===== config.mk =====
export PLATFORM = sky130hd
export DESIGN_NAME = smoke_afe_control_regs
export DESIGN_NICKNAME = d
export VERILOG_FILES = /design/src/hw/afe_regs_pkg.sv /design/src/hw/smoke_afe_control_regs.sv
export SDC_FILE = /design/constraint.sdc
export NUM_CORES = 1
export LEC_CHECK = 0
export ABC_AREA = 1
export BUFFER_PORTS_ARGS = -buffer_cell sky130_fd_sc_hd__buf_4
export CORE_MARGIN = 2
export CORE_UTILIZATION = 30
export CTS_BUF_LIST = sky130_fd_sc_hd__clkbuf_8
export DETAILED_ROUTE_END_ITERATION = 6
export PLACE_DENSITY = 0.58
export RECOVER_POWER = 100
export SLEW_MARGIN = 5
export SYNTH_ARGS = -nofsm -noshare
export SYNTH_HDL_FRONTEND = slang
export SYNTH_SLANG_ARGS = --single-unit
export TNS_END_PERCENT = 10

===== constraint.sdc =====
create_clock -name clock -period 1.8 [get_ports clock]
set_input_delay 0.18 -clock clock [delete_from_list [all_inputs] [get_ports clock]]
set_output_delay 0.18 -clock clock [all_outputs]
set_load 0.005 [all_outputs]

===== src/hw/afe_regs_pkg.sv =====
// Package for the smoke front-end control register bank.
// Assumes a 32-bit AXI4-Lite master with word-aligned accesses.
package afe_regs_pkg;
    // ************************************************************
    // Bus and register map
    // ************************************************************
    localparam int ADDR_W = 5;
    localparam int DATA_W = 32;
    localparam int REG_W = 8;
    localparam int NUM_REGS = 8;
    localparam int IDX_LSB = 2;
    localparam int IDX_W = 3;
    localparam logic [IDX_W-1:0] IDX_SWITCH = 3'h0;
    localparam logic [IDX_W-1:0] IDX_INCAP = 3'h1;
    localparam logic [IDX_W-1:0] IDX_GAIN0 = 3'h2;
    localparam logic [IDX_W-1:0] IDX_GAIN1 = 3'h3;
    localparam logic [IDX_W-1:0] IDX_CTRL0 = 3'h4;
    localparam logic [IDX_W-1:0] IDX_CTRL1 = 3'h5;
    localparam logic [IDX_W-1:0] IDX_TRIM0 = 3'h6;
    localparam logic [IDX_W-1:0] IDX_TRIM1 = 3'h7;
    localparam logic [1:0] RESP_OKAY = 2'h0;
    localparam logic [1:0] RESP_SLVERR = 2'h2;

    // ************************************************************
    // Writable masks and reset values
    // ************************************************************
    localparam logic [REG_W-1:0] MASK_SWITCH = 8'hFF;
    localparam logic [REG_W-1:0] MASK_INCAP = 8'hB1;
    localparam logic [REG_W-1:0] MASK_GAIN0 = 8'h3F;
    localparam logic [REG_W-1:0] MASK_GAIN1 = 8'hFF;
    localparam logic [REG_W-1:0] MASK_CTRL = 8'h43;
    localparam logic [REG_W-1:0] MASK_TRIM = 8'hFF;
    localparam logic [REG_W-1:0] RST_SWITCH = 8'h80;
    localparam logic [REG_W-1:0] RST_ZERO = 8'h00;
    localparam logic [REG_W-1:0] RST_TRIM = 8'h20;

    // ************************************************************
    // Field positions
    // ************************************************************
    localparam int BIT_SW7 = 7;
    localparam int BIT_SW4 = 4;
    localparam int BIT_SW3 = 3;
    localparam int BIT_SW2 = 2;
    localparam int BIT_SW1 = 1;
    localparam int BIT_SW0 = 0;
    localparam int MODE_HI = 6;
    localparam int MODE_LO = 5;
    localparam int BIT_PIS = 7;
    localparam int CAP0_HI = 5;
    localparam int CAP0_LO = 4;
    localparam int BIT_CAP1 = 0;
    localparam int CODE_HI = 5;
    localparam int R3_HI = 7;
    localparam int R3_LO = 6;
    localparam int BIT_EN = 6;
    localparam int BIT_STAT = 5;
    localparam int BW_HI = 1;
    localparam int BIT_CAL = 7;
    localparam int BIT_RSP = 6;

    // Coupling mode decode
    typedef enum logic [1:0] {
        MODE_EXT0 = 2'h0,
        MODE_AC = 2'h1,
        MODE_EXT1 = 2'h2,
        MODE_DC = 2'h3
    } couple_type;
endpackage : afe_regs_pkg


===== src/hw/smoke_afe_control_regs.sv =====
// Register bank steering the two-amplifier smoke front end.
// Assumes an AXI4-Lite master on clock; status pins are asynchronous analog comparator levels.
// Analog switching itself happens outside this file.
`timescale 1ns/1ps

module smoke_afe_control_regs (
    // Clock, reset, enable
    input wire logic clock,
    input wire logic reset_n,
    input wire logic clockEnable,

    // AXI4-Lite write address and data
    input wire logic [afe_regs_pkg::ADDR_W-1:0] s_axi_awaddr,
    input wire logic s_axi_awvalid,
    output logic s_axi_awready,
    input wire logic [afe_regs_pkg::DATA_W-1:0] s_axi_wdata,
    input wire logic [3:0] s_axi_wstrb,
    input wire logic s_axi_wvalid,
    output logic s_axi_wready,

    // AXI4-Lite write response
    output logic [1:0] s_axi_bresp,
    output logic s_axi_bvalid,
    input wire logic s_axi_bready,

    // AXI4-Lite read
    input wire logic [afe_regs_pkg::ADDR_W-1:0] s_axi_araddr,
    input wire logic s_axi_arvalid,
    output logic s_axi_arready,
    output logic [afe_regs_pkg::DATA_W-1:0] s_axi_rdata,
    output logic [1:0] s_axi_rresp,
    output logic s_axi_rvalid,
    input wire logic s_axi_rready,

    // Analog switch controls
    output logic switch_bit7,
    output logic switch_bit4,
    output logic switch_bit3,
    output logic switch_bit2,
    output logic switch_bit1,
    output logic switch_bit0,
    output logic [1:0] coupling_mode_field,
    output logic couplingExternal,
    output logic couplingAc,
    output logic couplingDc,

    // Input and capacitor selects
    output logic amp0_pos_input_select,
    output logic [1:0] amp0_cap_select,
    output logic amp1_cap_select,

    // Resistor codes
    output logic [5:0] amp0_first_resistor_code,
    output logic [1:0] amp1_third_resistor_code,
    output logic [5:0] amp1_second_resistor_code,

    // Amplifier controls
    output logic amp0_enable,
    output logic amp1_enable,
    output logic [1:0] amp0_bandwidth_select,
    output logic [1:0] amp1_bandwidth_select,
    output logic amp0_calibration_mode,
    output logic amp1_calibration_mode,
    output logic amp0_cal_reference_select,
    output logic amp1_cal_reference_select,
    output logic [5:0] amp0_trim_value,
    output logic [5:0] amp1_trim_value,

    // Raw comparator levels from the amplifiers
    input wire logic amp0OutputRaw,
    input wire logic amp1OutputRaw
);
    import afe_regs_pkg::*;

    // ************************************************************
    // State
    // ************************************************************
    typedef struct packed {
        // Register images
        logic [REG_W-1:0] swCtrl;
        logic [REG_W-1:0] inCap;
        logic [REG_W-1:0] gain0;
        logic [REG_W-1:0] gain1;
        logic [REG_W-1:0] ctrl0;
        logic [REG_W-1:0] ctrl1;
        logic [REG_W-1:0] trim0;
        logic [REG_W-1:0] trim1;
        // Status synchronisers
        logic [1:0] syncA;
        logic [1:0] syncB;
        // Write channel
        logic awHeld;
        logic [IDX_W-1:0] awIdx;
        logic awBad;
        logic wHeld;
        logic [REG_W-1:0] wData;
        logic wLane0;
        logic bValid;
        logic [1:0] bResp;
        // Read channel
        logic rValid;
        logic [DATA_W-1:0] rData;
        logic [1:0] rResp;
    } state_type;

    state_type state_r;
    state_type state_nxt;

    // Word index from the address, used on both channels
    function automatic logic [IDX_W-1:0] regIndex(input logic [ADDR_W-1:0] a);
        return a[IDX_LSB +: IDX_W];
    endfunction : regIndex

    // Sub-word addresses get an error response
    function automatic logic badAddr(input logic [ADDR_W-1:0] a);
        return a[IDX_LSB-1:0] != '0;
    endfunction : badAddr

    // Merge under a writable mask so reserved bits stay zero
    function automatic logic [REG_W-1:0] merge(input logic [REG_W-1:0] d, input logic [REG_W-1:0] m);
        return d & m;
    endfunction : merge

    // ************************************************************
    // Read view
    // ************************************************************
    logic [REG_W-1:0] readView [NUM_REGS];
    logic stat0;
    logic stat1;

    // Status is forced low outside calibration mode
    // Calibration bit lives in the trim register
    assign stat0 = state_r.syncA[1] & state_r.trim0[BIT_CAL];
    assign stat1 = state_r.syncB[1] & state_r.trim1[BIT_CAL];

    always_comb begin
        readView[IDX_SWITCH] = state_r.swCtrl;
        readView[IDX_INCAP] = state_r.inCap & MASK_INCAP;
        readView[IDX_GAIN0] = state_r.gain0 & MASK_GAIN0;
        readView[IDX_GAIN1] = state_r.gain1;
        readView[IDX_CTRL0] = (state_r.ctrl0 & MASK_CTRL) | (REG_W'(stat0) << BIT_STAT);
        readView[IDX_CTRL1] = (state_r.ctrl1 & MASK_CTRL) | (REG_W'(stat1) << BIT_STAT);
        readView[IDX_TRIM0] = state_r.trim0;
        readView[IDX_TRIM1] = state_r.trim1;
    end

    // ************************************************************
    // Next state
    // ************************************************************
    logic doWrite;
    logic doRead;

    // Write commits once both halves are held and the response slot is free
    assign doWrite = state_r.awHeld & state_r.wHeld & ~state_r.bValid;
    assign doRead = s_axi_arvalid & ~state_r.rValid;

    always_comb begin
        state_nxt = state_r;
        // Two-flop synchronisers; only the second stage is read
        state_nxt.syncA = {state_r.syncA[0], amp0OutputRaw};
        state_nxt.syncB = {state_r.syncB[0], amp1OutputRaw};

        // Capture address and data independently
        if (s_axi_awvalid && s_axi_awready) begin
            state_nxt.awHeld = 1'b1;
            state_nxt.awIdx = regIndex(s_axi_awaddr);
            state_nxt.awBad = badAddr(s_axi_awaddr);
        end
        if (s_axi_wvalid && s_axi_wready) begin
            state_nxt.wHeld = 1'b1;
            state_nxt.wData = s_axi_wdata[REG_W-1:0];
            state_nxt.wLane0 = s_axi_wstrb[0];
        end

        if (doWrite) begin
            state_nxt.awHeld = 1'b0;
            state_nxt.wHeld = 1'b0;
            state_nxt.bValid = 1'b1;
            state_nxt.bResp = state_r.awBad ? RESP_SLVERR : RESP_OKAY;
            // Only byte lane 0 carries register bits; upper lanes are ignored
            if (!state_r.awBad && state_r.wLane0) begin
                unique case (state_r.awIdx)
                    IDX_SWITCH: state_nxt.swCtrl = merge(state_r.wData, MASK_SWITCH);
                    IDX_INCAP: state_nxt.inCap = merge(state_r.wData, MASK_INCAP);
                    IDX_GAIN0: state_nxt.gain0 = merge(state_r.wData, MASK_GAIN0);
                    IDX_GAIN1: state_nxt.gain1 = merge(state_r.wData, MASK_GAIN1);
                    IDX_CTRL0: state_nxt.ctrl0 = merge(state_r.wData, MASK_CTRL);
                    IDX_CTRL1: state_nxt.ctrl1 = merge(state_r.wData, MASK_CTRL);
                    IDX_TRIM0: state_nxt.trim0 = merge(state_r.wData, MASK_TRIM);
                    IDX_TRIM1: state_nxt.trim1 = merge(state_r.wData, MASK_TRIM);
                endcase
            end
        end

        // Response drains on bready
        if (state_r.bValid && s_axi_bready) begin
            state_nxt.bValid = 1'b0;
        end

        // Reads answer one cycle after the address is taken
        if (doRead) begin
            state_nxt.rValid = 1'b1;
            state_nxt.rData = {{(DATA_W-REG_W){1'b0}}, readView[regIndex(s_axi_araddr)]};
            state_nxt.rResp = badAddr(s_axi_araddr) ? RESP_SLVERR : RESP_OKAY;
            if (badAddr(s_axi_araddr)) begin
                state_nxt.rData = '0;
            end
        end else if (state_r.rValid && s_axi_rready) begin
            state_nxt.rValid = 1'b0;
        end
    end

    // ************************************************************
    // Registers
    // ************************************************************
    // Synchronous reset; clock enable freezes everything
    always_ff @(posedge clock) begin
        if (!reset_n) begin
            // Non-zero defaults follow the clear
            state_r <= '0;
            state_r.swCtrl <= RST_SWITCH;
            state_r.inCap <= RST_ZERO;
            state_r.gain0 <= RST_ZERO;
            state_r.gain1 <= RST_ZERO;
            state_r.ctrl0 <= RST_ZERO;
            state_r.ctrl1 <= RST_ZERO;
            state_r.trim0 <= RST_TRIM;
            state_r.trim1 <= RST_TRIM;
        end else if (clockEnable) begin
            state_r <= state_nxt;
        end
    end

    // ************************************************************
    // Bus outputs
    // ************************************************************
    // Ready is held low while a frozen clock could miss a handshake
    assign s_axi_awready = ~state_r.awHeld & clockEnable;
    assign s_axi_wready = ~state_r.wHeld & clockEnable;
    assign s_axi_arready = ~state_r.rValid & clockEnable;

    // Answers come straight from flops
    assign s_axi_bvalid = state_r.bValid;
    assign s_axi_bresp = state_r.bResp;
    assign s_axi_rvalid = state_r.rValid;
    assign s_axi_rdata = state_r.rData;
    assign s_axi_rresp = state_r.rResp;

    // ************************************************************
    // Analog controls
    // ************************************************************
    // Switch 1 is not gated in DC mode; keeping it off is software's job
    assign switch_bit7 = state_r.swCtrl[BIT_SW7];
    assign switch_bit4 = state_r.swCtrl[BIT_SW4];
    assign switch_bit3 = state_r.swCtrl[BIT_SW3];
    assign switch_bit2 = state_r.swCtrl[BIT_SW2];
    assign switch_bit1 = state_r.swCtrl[BIT_SW1];
    assign switch_bit0 = state_r.swCtrl[BIT_SW0];
    assign coupling_mode_field = state_r.swCtrl[MODE_HI:MODE_LO];

    // Both external codes decode alike
    assign couplingExternal = (coupling_mode_field == MODE_EXT0) || (coupling_mode_field == MODE_EXT1);
    assign couplingAc = coupling_mode_field == MODE_AC;
    assign couplingDc = coupling_mode_field == MODE_DC;

    // Input and capacitor selects
    assign amp0_pos_input_select = state_r.inCap[BIT_PIS];
    assign amp0_cap_select = state_r.inCap[CAP0_HI:CAP0_LO];
    assign amp1_cap_select = state_r.inCap[BIT_CAP1];

    // Resistor codes
    assign amp0_first_resistor_code = state_r.gain0[CODE_HI:0];
    assign amp1_third_resistor_code = state_r.gain1[R3_HI:R3_LO];
    assign amp1_second_resistor_code = state_r.gain1[CODE_HI:0];

    // Bandwidth choice versus converter clock is left to software
    assign amp0_enable = state_r.ctrl0[BIT_EN];
    assign amp1_enable = state_r.ctrl1[BIT_EN];
    assign amp0_bandwidth_select = state_r.ctrl0[BW_HI:0];
    assign amp1_bandwidth_select = state_r.ctrl1[BW_HI:0];

    // Calibration controls
    assign amp0_calibration_mode = state_r.trim0[BIT_CAL];
    assign amp1_calibration_mode = state_r.trim1[BIT_CAL];
    assign amp0_cal_reference_select = state_r.trim0[BIT_RSP];
    assign amp1_cal_reference_select = state_r.trim1[BIT_RSP];

    // Trim search runs in software against the status bit
    assign amp0_trim_value = state_r.trim0[CODE_HI:0];
    assign amp1_trim_value = state_r.trim1[CODE_HI:0];

    // ************************************************************
    // Assertions
    // ************************************************************
    // Status, reserved bits, error reads and sync depth
    a_status_gated: assert property (@(posedge clock) disable iff (!reset_n)
        !state_r.trim0[BIT_CAL] |-> !readView[IDX_CTRL0][BIT_STAT])
        else $error("status visible outside calibration");

    a_status1_gated: assert property (@(posedge clock) disable iff (!reset_n)
        !amp1_calibration_mode |-> !readView[IDX_CTRL1][BIT_STAT])
        else $error("status 1 visible outside calibration");

    a_reserved_zero: assert property (@(posedge clock) disable iff (!reset_n)
        s_axi_rvalid |-> s_axi_rdata[DATA_W-1:REG_W] == '0)
        else $error("upper read bits not zero");

    a_ctrl_reserved: assert property (@(posedge clock) disable iff (!reset_n)
        (state_r.ctrl0 & ~MASK_CTRL) == '0 && (state_r.inCap & ~MASK_INCAP) == '0)
        else $error("reserved bit stored");

    a_bad_read: assert property (@(posedge clock) disable iff (!reset_n)
        clockEnable && doRead && badAddr(s_axi_araddr) |=> s_axi_rresp == RESP_SLVERR && s_axi_rdata == '0)
        else $error("misaligned read not refused");

    a_sync_delay: assert property (@(posedge clock) disable iff (!reset_n)
        clockEnable [*3] |-> state_r.syncA[1] == $past(amp0OutputRaw, 2))
        else $error("synchroniser depth wrong");

    // Reset values and register writes
    a_reset_values: assert property (@(posedge clock)
        $rose(reset_n) |-> !amp0_enable && !amp1_calibration_mode && amp1_trim_value == RST_TRIM[CODE_HI:0])
        else $error("reset values wrong");

    a_enable_follow: assert property (@(posedge clock) disable iff (!reset_n)
        clockEnable && doWrite && state_r.awIdx == IDX_CTRL1 && !state_r.awBad && state_r.wLane0
        |=> amp1_enable == $past(state_r.wData[BIT_EN]))
        else $error("enable not written");

    a_trim_write: assert property (@(posedge clock) disable iff (!reset_n)
        clockEnable && doWrite && state_r.awIdx == IDX_TRIM0 && !state_r.awBad && state_r.wLane0
        |=> amp0_trim_value == $past(state_r.wData[CODE_HI:0]))
        else $error("trim not written");

    // Coupling and switches
    a_mode_decode: assert property (@(posedge clock) disable iff (!reset_n)
        $onehot({couplingExternal, couplingAc, couplingDc}) && (couplingDc == (coupling_mode_field == 2'h3)))
        else $error("coupling decode wrong");

    a_switch_map: assert property (@(posedge clock) disable iff (!reset_n)
        {switch_bit7, switch_bit4, switch_bit0} == {state_r.swCtrl[7], state_r.swCtrl[4], state_r.swCtrl[0]})
        else $error("switch mapping wrong");

    // Bus timing
    a_read_latency: assert property (@(posedge clock) disable iff (!reset_n)
        s_axi_arvalid && s_axi_arready |=> s_axi_rvalid)
        else $error("read answer late");

    // Main scenarios reached
    c_write_done: cover property (@(posedge clock) disable iff (!reset_n) s_axi_bvalid && s_axi_bready);
    c_read_done: cover property (@(posedge clock) disable iff (!reset_n) s_axi_rvalid && s_axi_rready);
    c_cal_status: cover property (@(posedge clock) disable iff (!reset_n) stat0 || stat1);
    c_dc_mode: cover property (@(posedge clock) disable iff (!reset_n) couplingDc);
endmodule : smoke_afe_control_regs


==> metrics.yaml <==
report.final.slew_viol_count: 0
routedWlPerCell_um: 14.0
post_synth_most_frequent_cells: "88 x sky130_fd_sc_hd__nand2_1, 79 x sky130_fd_sc_hd__dfxtp_1, 70 x sky130_fd_sc_hd__buf_4"
ys_async_sr_fraction: 0
numPortBuffers: 94
detailed_place.area_mm2: 0.00432
gr-total-overflow: 0
detail_route.drc_violations: 0
main_area_contributors_after_synthesis: "sky130_fd_sc_hd__dfxtp_1 41%, sky130_fd_sc_hd__buf_4 14%, sky130_fd_sc_hd__a21oi_1 8.9%, sky130_fd_sc_hd__nand2_1 8.5%, sky130_fd_sc_hd__o21ai_0 8.2%"
rsz_0062_raised_after_global_routing: "false"
n_antenna_cell: 0
maximum_level_of_the_cts_h_tree: 3
clock_latency_reported_for_the_late_side_of_the_worst_skew_pair_ns: 0.36
synth_top_cell_by_area: "sky130_fd_sc_hd__dfxtp_1"
fraction_of_layout_cells_with_a_size_suffix_above_1: 0.177
cpPeakStageDelay_ns: 0.37
fin_util: 0.353
postSynthCellCount: 537
clkSlewWorstSetupHoldPaths_ns: 0.08
cts_hold_buffers: 0
average_vias_per_placed_instance: 4.50
grt_start_max_net_pins: 36
first_iter_violations: 174
pin_count: 148
die_height_um: 118
ir_worst_vdd_uv: 287
max_cap_viol_count: 0
die_width_um: 118
gpl.final_weighted_congestion: 0.830
core.rowCount: 41
dominantRegCellSynth: "sky130_fd_sc_hd__dfxtp_1"
crit_chain: "nand2_1, nor3_4, nand3b_1, clkbuf_2, o21ai_0, a21oi_1"
final_min_period_over_clock_period: 0.924
seq_area_frac_synth: 0.409
core_area_mm2: 0.0126
worst_path_max_delay_cell: "sky130_fd_sc_hd__dfxtp_1"
path_max_fanout: 16
clock_sink_count: 79
type_of_destination_of_the_critical_path: "register"
drt.antenna.violating_nets: 0
report.power.total_mw: 3.53
setup_tns_ns: 0
power_density_mw_per_mm2: 792
netlist_area_mm2: 0.00387
worst_ep_required_time_ns: 2.04
tritoncts: "yes"
place_ws_ns: 0.112
root_buffer_cell: "sky130_fd_sc_hd__clkbuf_8"
synth_edf_count: 0
finish.net_count: 638
cts_buffer_depth: 2
num-fill-cells: 1384
worst_hold_slack_ns: 0.0460
first_global_vias: 3197
yosys.area.top_type_share: 0.409
hold_violations_final: 0
worst-setup-path-type: "register to register"
ys_ff_latch: 79
route.final.wire_length_mm: 10.6
placed_cells: 743
detail_route.first_pass.iterations: 4
worstHoldPathType: "input pin to register"
dieArea_mm2: 0.0138
setup_viol: 0
detailedPlacementHpwl_mm: 8.06
run_status: "complete, no violations"
clock.fmax_ghz: 0.601
cp.arrival_ns: 1.90
leakagePower_nw: 1.84
postLayoutSetupSlackWorst_ns: 0.137
antenna_violations_before_repair: 0
synthesis.yosys.warnings: 0
grt_first_pass_wirelength_mm: 16.9
post_layout_nonfiller_instances: 758
most_common_cell_in_the_synthesized_netlist: "sky130_fd_sc_hd__nand2_1"
areaGrowthSynthToFinish_pct: 15.2
numCtsBuffers: 9
initial_core_util: 0.307
crit_path_start_kind: "register"
design_area_mm2: 0.00446
final.min_clock_period_ns: 1.66
via_count: 3409
timing.clock.skew_ns: 0.0126
globalRouteTotalUtil: 0.154
avgSynthCellArea_um2: 7.20
post_synth_num_cell_types: 24
==> state kept, by name, indices dropped and copies added, names as in the netlist, 2 cells and up <==
| name | cells |
|---|---|
| amp1_second_resistor_code | 6 |
| amp1_bandwidth_select | 2 |
| s_axi_rdata | 8 |
| amp1_trim_value | 6 |
| amp1_third_resistor_code | 2 |
| state_nxt | 2 |
| amp0_trim_value | 6 |
| coupling_mode_field | 2 |
| state_r | 17 |
| amp0_bandwidth_select | 2 |
| amp0_cap_select | 2 |
| amp0_first_resistor_code | 6 |
==> power breakdown <==
group          switching [mW]  leakage (nW)  internal, mW
sequential             0.0364         0.640          1.78
clock                   0.659         0.111         0.773
combinational           0.178          1.09         0.108
total                   0.873          1.84          2.66
==> layout by cell type, fill, tap and decap left out, types with 26 or more instances in the layout <==
master and n:
sky130_fd_sc_hd__conb_1 26, sky130_fd_sc_hd__o21ai_0 63, sky130_fd_sc_hd__a21oi_1 69, sky130_fd_sc_hd__nor2_1 29
sky130_fd_sc_hd__dfxtp_1 79, sky130_fd_sc_hd__buf_4 33, sky130_fd_sc_hd__clkbuf_4 49, sky130_fd_sc_hd__inv_1 53
sky130_fd_sc_hd__nand3_1 34, sky130_fd_sc_hd__nand2_1 88
==> worst paths after layout <==
| path | slack, ns | to | startpoint | depth (start not counted) |
|---|---|---|---|---|
| worst max-delay path | 0.14 | amp1_trim_value[3]$_SDFFE_PN0P_ | state_r[47]$_SDFFE_PN0P_ | 6 |
| worst min-delay path | 0.05 | state_nxt[54]$_SDFFE_PN0P_ | amp1OutputRaw | 3 |
| worst max register to register | 0.14 | amp1_trim_value[3]$_SDFFE_PN0P_ | state_r[47]$_SDFFE_PN0P_ | 6 |
| worst min register to register | 0.47 | s_axi_rdata[1]$_SDFFE_PN0P_ | s_axi_rdata[1]$_SDFFE_PN0P_ | 2 |
==> critical path, delay by kind of cell, from the launching register on <==
| family | cells | cell delay (ns) |
|---|---|---|
| simple gates | 3 | 0.58 |
| flops | 1 | 0.37 |
| compound gates | 2 | 0.31 |
| buf+inv | 1 | 0.27 |
==> metal layers <==
metal | share of wire | global-route usage | vias to the layer above | wire (um)
met2 | 0.46 | 0.250 | 106 | 4900
li1 | - | - | 1742 | -
met5 | 0 | 0 | - | 0
met4 | 0.018 | 0.0633 | 0 | 191
met1 | 0.46 | 0.196 | 1546 | 4870
met3 | 0.063 | 0.0378 | 15 | 673
==> final cells by class <==
class | instances | area (um^2) | area share
clock buffer | 9 | 124 | 0.0278
sequential | 79 | 1580 | 0.355
clock inverter | 6 | 86.3 | 0.0194
timing repair buffer | 103 | 696 | 0.156
inverter | 54 | 205 | 0.0460
tap | 172 | 215 | 0.0483
multi-input combinational | 335 | 1550 | 0.348
==> cells by family after synthesis <==
group                  Yosys count  share of synthesized area
other                            1                   0.000969
flip-flops                      79                      0.409
buffers and inverters          148                      0.216
AO/OA/AOI/OAI                  138                      0.182
AND/OR/NAND/NOR                171                      0.192
==> repair_timing <==
| action | CTS | global route |
|---|---|---|
| buffers inserted | 0 | 0 |
| gates resized for setup | 0 | 2 |
| endpoints found under the setup margin | 0 | 6 |
| endpoints found under the hold margin | 0 | 0 |
Note: power is estimated with default switching activity, not from simulation.
